`config.mk`:
```
export PLATFORM = sky130hd
export DESIGN_NAME = sfr_serious_fault
export DESIGN_NICKNAME = d
export VERILOG_FILES = /design/src/verilog/sfr_pin_sync.v /design/src/verilog/sfr_serious_fault.v
export VERILOG_INCLUDE_DIRS = /design/src /design/src/verilog
export SDC_FILE = /design/constraint.sdc
export NUM_CORES = 1
export LEC_CHECK = 0
export ABC_CLOCK_PERIOD_IN_PS = 3600
export CELL_PAD_IN_SITES_DETAIL_PLACEMENT = 1
export CELL_PAD_IN_SITES_GLOBAL_PLACEMENT = 1
export CORE_MARGIN = 1.5
export CORE_UTILIZATION = 45
export CTS_CLUSTER_DIAMETER = 200
export CTS_CLUSTER_SIZE = 8
export DETAILED_ROUTE_END_ITERATION = 7
export DONT_BUFFER_PORTS = 1
export PLACE_DENSITY_LB_ADDON = 0.1
export SYNTH_ARGS = -nofsm -noshare
export SYNTH_HDL_FRONTEND = slang
export SYNTH_SLANG_ARGS = --single-unit
export TNS_END_PERCENT = 5
```
`constraint.sdc`:
```
create_clock -name clk_sys -period 3.6 [get_ports clk_sys]
set_input_delay 0.36 -clock clk_sys [delete_from_list [all_inputs] [get_ports clk_sys]]
set_output_delay 0.36 -clock clk_sys [all_outputs]
set_load 0.02 [all_outputs]
```
`src/verilog/sfr_fault_map.vh`:
```
// Constants of the serious-fault response block: command code, field positions, reset values.
// Included by the main design file of this block, not by the pin synchroniser; holds definitions only.
`ifndef SFR_FAULT_MAP_VH
`define SFR_FAULT_MAP_VH

// Command code of the response control register on the management bus
`define SFR_CTRL_ADDR 8'hbd
`define SFR_CTRL_RESET 8'h00
`define SFR_ZERO_BYTE 8'h00

// Response select bits: 0 = hard latch-off, 1 = defer to ordinary settings
`define SFR_BIT_DN_HS_SHORT 0
`define SFR_BIT_UP_HS_SHORT 1
`define SFR_BIT_DN_LOW_BUS_GND 2
`define SFR_BIT_RESERVED 3
`define SFR_BIT_DN_LS_SHORT 4
`define SFR_BIT_UP_LS_SHORT 5
`define SFR_BIT_DN_HIGH_BUS_GND 6
`define SFR_BIT_UP_HIGH_BUS_GND 7

// Width of the fault cause record (one bit per register bit, reserved bit reads 0)
`define SFR_CAUSE_W 8
`define SFR_PHASES 6
`define SFR_SYNC_W 2

// Idle level of one phase drive output, and reset value of the restart edge history
`define SFR_PHASE_IDLE 1'b0
`define SFR_PIN_HIST_RESET 2'h0

`endif

```
`src/verilog/sfr_pin_sync.v`:
```
// Two-stage synchroniser for asynchronous pin inputs of the serious-fault block.
// Assumes the pins are quasi-static levels; one generate lane per pin.
`timescale 1ns/100ps

module sfr_pin_sync #(
  parameter WIDTH = 2
) (
  input wire clk_sys,
  input wire reset,
  input wire [WIDTH-1:0] pin_async,
  output wire [WIDTH-1:0] pin_sync
);

  genvar i;
  generate
    for (i = 0; i < WIDTH; i = i + 1) begin : g_lane
      reg stage_a;
      reg stage_b;
      // First stage is read only by the second stage
      always @(posedge clk_sys) begin
        if (reset) begin
          stage_a <= 1'b0;
          stage_b <= 1'b0;
        end else begin
          stage_a <= pin_async[i];
          stage_b <= stage_a;
        end
      end
      assign pin_sync[i] = stage_b;
    end
  endgenerate

endmodule // sfr_pin_sync

```
`src/verilog/sfr_serious_fault.v`:
```
// Serious-fault response logic: control register, fault steering, latch-off and fail pin drive.
// Assumes qualified detector levels and ordinary-fault stop requests come from logic on clk_sys,
// and that the enable and switching-enable pins are asynchronous.
`timescale 1ns/100ps
`include "sfr_fault_map.vh"

// Overview of operation
// - One-byte read/write response register, write-protectable, reset to zero.
// - Serious faults come from switch short and bus ground short detectors.
// - Hard-response fault stops all phase outputs and pulls fail output low.
// - Bit 0 clear: step-down high-side short pulls fail low, latches off.
// - Bit 0 set: fail released; stop follows overcurrent-2 and low-bus undervoltage.
// - Bit 1 clear: step-up high-side short pulls fail low, latches off.
// - Bit 1 set: stop follows overcurrent-2, high-bus UV, low-bus OV.
// - Bit 2 clear: step-down low-bus ground short pulls fail low, latches off.
// - Bit 2 set: stop follows negative overcurrent and low-bus undervoltage.
// - Bit 4: step-down low-side short; set defers to negative overcurrent, low-bus UV.
// - Bit 5: step-up low-side short; set defers to overcurrent-2, low-bus UV.
// - Bit 6: step-down high-bus ground short; set defers to ordinary settings.
// - Bit 7: step-up high-bus ground short; set defers to ordinary settings.
module sfr_serious_fault (
  input wire clk_sys,
  input wire reset,
  input wire [7:0] reg_addr,
  input wire reg_wr,
  input wire [7:0] reg_wdata,
  input wire reg_rd,
  input wire write_protect,
  output reg [7:0] reg_rdata,
  input wire step_up_mode,
  input wire high_side_short_detect,
  input wire low_side_short_detect,
  input wire low_bus_gnd_short_detect,
  input wire high_bus_gnd_short_detect,
  input wire second_level_overcurrent_stop,
  input wire negative_overcurrent_stop,
  input wire low_voltage_bus_uv_stop,
  input wire low_voltage_bus_ov_stop,
  input wire high_voltage_bus_uv_stop,
  input wire enable_pin,
  input wire switching_enable_pin,
  input wire [5:0] phase_drive_request,
  output reg [5:0] phase_drive_outputs,
  output wire system_fail_output_out,
  output reg system_fail_output_oe,
  output reg latched_off,
  output reg [7:0] latched_cause
);

  reg [7:0] ctrl;
  reg [7:0] fault_hit;
  reg [7:0] hard_hit;
  reg [7:0] soft_stop;
  reg [1:0] pins_prev;
  wire [1:0] pins_sync;
  wire ctrl_write;
  wire restart_toggle;
  wire any_hard;
  wire deferred_stop;
  wire run_ok;
  reg [7:0] next_ctrl;
  reg [7:0] next_rdata;
  reg [1:0] state;
  reg [1:0] next_state;
  reg [7:0] next_cause;
  genvar ph;

  // Latch-off states, one-hot
  localparam ST_RUN = 2'h1;
  localparam ST_LATCHED = 2'h2;

  // Enable and switching-enable pins cross into clk_sys
  sfr_pin_sync #(
    .WIDTH(`SFR_SYNC_W)
  ) u_pin_sync (
    .clk_sys(clk_sys),
    .reset(reset),
    .pin_async({switching_enable_pin, enable_pin}),
    .pin_sync(pins_sync)
  );

  // Response register write, blocked while protected
  assign ctrl_write = reg_wr && (reg_addr == `SFR_CTRL_ADDR) && !write_protect;
  always @* begin
    next_ctrl = ctrl;
    if (ctrl_write) begin
      next_ctrl = reg_wdata;
    end
  end

  // Response register; all eight bits kept, the reserved one included
  always @(posedge clk_sys) begin
    if (reset) begin
      ctrl <= `SFR_CTRL_RESET;
    end else begin
      ctrl <= next_ctrl;
    end
  end

  // Registered read data; other command codes read zero
  always @* begin
    next_rdata = reg_rdata;
    if (reg_rd) begin
      next_rdata = (reg_addr == `SFR_CTRL_ADDR) ? ctrl : `SFR_ZERO_BYTE;
    end
  end

  // Read data hold until the next read strobe
  always @(posedge clk_sys) begin
    if (reset) begin
      reg_rdata <= `SFR_ZERO_BYTE;
    end else begin
      reg_rdata <= next_rdata;
    end
  end

  // Qualified detector levels steered by conversion direction into fault classes
  always @* begin
    fault_hit = `SFR_ZERO_BYTE;
    fault_hit[`SFR_BIT_DN_HS_SHORT] = high_side_short_detect && !step_up_mode;
    fault_hit[`SFR_BIT_UP_HS_SHORT] = high_side_short_detect && step_up_mode;
    fault_hit[`SFR_BIT_DN_LOW_BUS_GND] = low_bus_gnd_short_detect && !step_up_mode;
    fault_hit[`SFR_BIT_DN_LS_SHORT] = low_side_short_detect && !step_up_mode;
    fault_hit[`SFR_BIT_UP_LS_SHORT] = low_side_short_detect && step_up_mode;
    fault_hit[`SFR_BIT_DN_HIGH_BUS_GND] = high_bus_gnd_short_detect && !step_up_mode;
    fault_hit[`SFR_BIT_UP_HIGH_BUS_GND] = high_bus_gnd_short_detect && step_up_mode;
  end

  // Clear select bit means hard response; reserved bit never forms a class
  always @* begin
    hard_hit = fault_hit & ~ctrl;
    hard_hit[`SFR_BIT_RESERVED] = 1'b0;
  end

  // Deferred classes stop switching only when their ordinary responses ask it
  always @* begin
    soft_stop = `SFR_ZERO_BYTE;
    soft_stop[`SFR_BIT_DN_HS_SHORT] = second_level_overcurrent_stop || low_voltage_bus_uv_stop;
    soft_stop[`SFR_BIT_UP_HS_SHORT] = second_level_overcurrent_stop || high_voltage_bus_uv_stop
                                      || low_voltage_bus_ov_stop;
    soft_stop[`SFR_BIT_DN_LOW_BUS_GND] = negative_overcurrent_stop || low_voltage_bus_uv_stop;
    soft_stop[`SFR_BIT_DN_LS_SHORT] = negative_overcurrent_stop || low_voltage_bus_uv_stop;
    soft_stop[`SFR_BIT_UP_LS_SHORT] = second_level_overcurrent_stop || low_voltage_bus_uv_stop;
    soft_stop[`SFR_BIT_DN_HIGH_BUS_GND] = second_level_overcurrent_stop || low_voltage_bus_uv_stop;
    soft_stop[`SFR_BIT_UP_HIGH_BUS_GND] = second_level_overcurrent_stop || low_voltage_bus_uv_stop;
  end

  assign any_hard = |hard_hit;
  assign deferred_stop = |(fault_hit & ctrl & soft_stop);

  // A falling edge on either enable pin is the restart toggle
  assign restart_toggle = |(pins_prev & ~pins_sync);
  always @(posedge clk_sys) begin
    if (reset) begin
      pins_prev <= `SFR_PIN_HIST_RESET;
    end else begin
      pins_prev <= pins_sync;
    end
  end

  // Latch-off state machine; a new hard fault wins over a restart toggle in the same cycle.
  // Causes keep accumulating while latched so the host sees every hard-response class that fired.
  always @* begin
    next_state = state;
    next_cause = latched_cause;
    case (state)
      ST_RUN: begin
        if (any_hard) begin
          next_state = ST_LATCHED;
          next_cause = latched_cause | hard_hit;
        end
      end
      ST_LATCHED: begin
        if (any_hard) begin
          next_cause = latched_cause | hard_hit;
        end else if (restart_toggle) begin
          next_state = ST_RUN;
          next_cause = `SFR_ZERO_BYTE;
        end
      end
      default: begin
        next_state = ST_RUN;
        next_cause = `SFR_ZERO_BYTE;
      end
    endcase
  end

  // State and its visible copies; the fail pin is open drain, pulled low while latched.
  // Enable and latch flag load from the same next state, so they can never disagree.
  assign system_fail_output_out = 1'b0;
  always @(posedge clk_sys) begin
    if (reset) begin
      state <= ST_RUN;
      latched_off <= 1'b0;
      latched_cause <= `SFR_ZERO_BYTE;
      system_fail_output_oe <= 1'b0;
    end else begin
      state <= next_state;
      latched_off <= (next_state == ST_LATCHED);
      latched_cause <= next_cause;
      system_fail_output_oe <= (next_state == ST_LATCHED);
    end
  end

  // Phase drive gated by both enables, latch-off and deferred stops
  assign run_ok = (&pins_sync) && !latched_off && !any_hard && !deferred_stop;

  // One gated flip-flop per phase; all phases stop together on any stop reason.
  // Drive resumes only once both synchronised enables are high again after a restart.
  generate
    for (ph = 0; ph < `SFR_PHASES; ph = ph + 1) begin : g_phase
      always @(posedge clk_sys) begin
        if (reset) begin
          phase_drive_outputs[ph] <= `SFR_PHASE_IDLE;
        end else begin
          phase_drive_outputs[ph] <= run_ok && phase_drive_request[ph];
        end
      end
    end
  endgenerate

endmodule // sfr_serious_fault
```
==> impl_summary.log <==
INFO  metric area.growth.synth_to_final = 8.06%
INFO  metric postSynthRegisterBits = 38
INFO  metric ios = 64
INFO  metric category_of_the_worst_setup_path_launch_point = input port
INFO  metric synth.yosys.seq_area_share = 46.7%
INFO  metric timing.critical_path.cells = nand4b_1 -> nor4b_2 -> mux2i_1 -> nor2_1
INFO  metric comb_power_share = 17.6%
INFO  metric detailedRoute.firstIterationViolations = 73
INFO  metric gr_layer_usage_met3 = 8.39%
INFO  metric delay_of_the_slowest_cell_on_the_worst_path = 1010 ps
INFO  metric dieArea = 0.00399 mm2
INFO  metric p_seq_share = 48.2%
INFO  metric die_width = 63.2 um
INFO  metric via_to_cell_ratio = 5.83
INFO  metric layout_setup_ws = 1930 ps
INFO  metric grt_max_degree = 25
INFO  metric initial_core_utilization = 47.7%
INFO  metric timing.final.max_slew_violations = 0
INFO  metric post-synth-top-area-cell = dfxtp_1
INFO  metric dominantRegCellSynth = dfxtp_1
INFO  metric worst_slew_margin_relative_to_its_limit = 21.6%
INFO  metric post-cts-setup-buffer-count = 0
INFO  metric initial_drt_pass_iterations = 4
INFO  metric postCtsHoldBufs = 0
INFO  metric lkg_pwr = 0.639 nW
INFO  metric netlist_top_cells_area = dfxtp_1 (47%), mux2i_1 (4.9%), nor2_1 (4.8%)
INFO  metric synth_cell_types = 42
INFO  metric capturing_element_type_of_the_critical_path = flop
INFO  metric critical_path.slowest_cell = nor4b_2
INFO  metric cts_buffers = 5
INFO  metric net-switching-power = 0.331 mW
INFO  metric rows = 21
INFO  metric ys_async_sr_fraction = 0%
INFO  metric global_route.usage.total = 21.8%
INFO  metric tritoncts_num_sinks = 38
INFO  metric run_status = complete, no violations
INFO  metric holdWs = 54.6 ps
INFO  metric synth-edff-count = 0
INFO  metric critical_path.startpoint = reg_addr[6]
INFO  metric worstSkewPairLatency = 350 ps
INFO  metric max_freq = 0.597 GHz
INFO  metric switching_share = 30.5%
INFO  metric filler_cell_count = 409
INFO  metric syn_inst = 170
INFO  metric timing.setup.tns = 0 ps
INFO  metric chip_height = 63.2 um
INFO  metric detailedPlace.worstSlack = 1560 ps
INFO  metric worst_ep_required_time = 3850 ps
INFO  metric finalSetupViolations = 0
INFO  metric design_power_total = 1.08 mW
INFO  metric cts-root-to-sink-buffers = 2
INFO  metric n_antenna_cell = 0
INFO  metric crit_arrival = 1930 ps
INFO  metric cts-root-buf = clkbuf_4
INFO  metric timing_worst_slew_pin_value = 1170 ps
INFO  metric portBuffers = 0
INFO  metric setup_repair_after_global_routing_missed_its_margin = false
INFO  metric routedWlPerCell = 18.3 um
INFO  metric grt_pass1_vias = 1,339
INFO  metric ctsHtreeMaxLevel = 2
INFO  metric grt_pass1_wl = 6.65 mm
INFO  metric crit_type = input port to flop
INFO  metric grt_remaining_overflow = 0
INFO  metric gp_congestion = 0.768
INFO  metric groute.layer.met2.usage = 35.9%
INFO  metric power.internal = 0.753 mW
INFO  metric dp_hpwl = 2.92 mm
INFO  metric remaining_drc_errors = 0
INFO  metric max-vdd-ir-drop = 0.000230 V
INFO  metric synth.top_cells.by_count = dfxtp_1 (38), nor2_1 (21), nand2_1 (11), a22oi_1 (10), nor2b_1 (9)
INFO  metric grt_use_met1 = 25.6%
INFO  metric worst_path_dominant_cell_family = simple AND/OR/NAND/NOR gates
INFO  metric syn_area = 0.00163 mm2
INFO  metric power_frac_clock = 34.2%
INFO  metric cts_resized = 0
INFO  metric finalWirelength = 4.00 mm
INFO  metric cell_with_the_most_instances_after_synthesis = dfxtp_1
INFO  metric post_route_cells_drive_above_1_share = 9.88%
INFO  metric crit_buf_inv = 0
INFO  metric synth.avg_cell_area = 9.58 um2
INFO  metric detail-route-antenna-nets = 0
INFO  metric fin_nets = 212
INFO  metric num_vias = 1,272
INFO  metric yosysWarningCount = 0
INFO  metric timing.final.hold_violations = 0
INFO  metric total_core_area = 0.00342 mm2
INFO  metric power_per_cell_area = 616 mW/mm2
INFO  metric finalClockSkew = 8.33 ps
INFO  metric hold_class = input port to flop
INFO  metric min_cycle_time_layout = 1670 ps
INFO  metric hold_path.startpoint = reset
INFO  metric critPathMaxFanout = 8
INFO  metric tritoncts = built
INFO  metric timing.max_cap.violations = 0
INFO  metric antenna_found_initial = 0
INFO  metric layout_worst_path_cycle_share = 46.5%
INFO  metric synth_top_area_share = 46.7%
INFO  metric top_usage_layer = met2
INFO  metric timing.rr.start = state[1]
INFO  metric path_clk_slew = 130 ps
routing by layer:
metal  wire, um  vias to the layer above
met5          0                        -
li1           -                      611
met2       1900                       47
met4         73                        0
met3        280                        8
met1       1740                      606
power groups by stage:
stage	Sequential (mW)	Clock, mW	Combinational [mW]
final	0.522	0.370	0.191
after floorplan	0.514	0	0.175
after detailed placement	0.533	0	0.191
after CTS	0.523	0.378	0.192
after global routing	0.528	0.397	0.218
after global placement	0.530	0	0.182
area by class of cell:
cell class	count	area [um2]	share of cell area (%)
multi-input cells	121	817	46.4
flip-flops and latches	38	761	43.2
clock buffers	5	37.5	2.13
clock inverters	3	68.8	3.91
inverters	5	18.8	1.07
well taps	46	57.6	3.27
registers in the layout, summed over array words and instances (netlist names):
signal / flops
pins_prev: 2
u_pin_sync.g_lane.stage_b: 2
state: 2
u_pin_sync.g_lane.stage_a: 2
phase_drive_outputs: 6
reg_rdata: 8
latched_off: 1
ctrl: 8
latched_cause: 7
final timing paths:
check / slack (ps) / cells past startpoint / to
setup / recovery: 1930 / 4 / ctrl[0]
hold / removal: 50 / 1 / u_pin_sync.g_lane[0].stage_b
setup reg to reg: 1950 / 5 / latched_off
hold reg to reg: 450 / 1 / u_pin_sync.g_lane[0].stage_b
stage by stage:
| step | cell area (um2) | cells | util (%) |
|---|---|---|---|
| after global placement | 1650 | 210 | 48.4 |
| after floorplan | 1630 | 171 | - |
| after global routing | 1760 | 218 | 51.5 |
| final | 1760 | 218 | 51.5 |
| after detailed placement | 1650 | 210 | 48.4 |
| after CTS | 1760 | 218 | 51.5 |
logic make-up (layout without fill, tap and decap cells):
family | count (synthesis) | after routing | share of synthesized area, %
AND/OR/NAND/NOR | 69 | 69 | 23.6
AO/OA/AOI/OAI | 38 | 38 | 17.5
flip-flops | 38 | 38 | 46.7
buffers and inverters | 12 | 13 | 3.76
other | 1 | 2 | 0.230
adder cells (fa/ha/maj) | 2 | 2 | 1.54
multiplexers | 10 | 10 | 6.68
cell usage in the layout, fill, tap and decap left out, types with 2 or more instances in the layout:
| master | netlist | final |
|---|---|---|
| and2b_1 | 3 | 3 |
| a21oi_1 | 3 | 3 |
| a211oi_1 | 7 | 7 |
| dfxtp_1 | 38 | 38 |
| nor2_1 | 21 | 21 |
| ha_1 | 2 | 2 |
| inv_1 | 3 | 3 |
| a221o_1 | 2 | 2 |
| o21ai_0 | 5 | 5 |
| mux2i_1 | 8 | 8 |
| clkbuf_4 | 0 | 5 |
| nor2b_1 | 9 | 9 |
| bufinv_16 | 0 | 2 |
| a22oi_1 | 10 | 10 |
| nand4b_1 | 2 | 2 |
| conb_1 | 1 | 2 |
| and2_1 | 4 | 4 |
| nand2b_1 | 3 | 3 |
| a21o_1 | 4 | 4 |
| nor3_1 | 7 | 7 |
| nand2_1 | 11 | 11 |
Note: power is estimated with default switching activity, not from simulation.
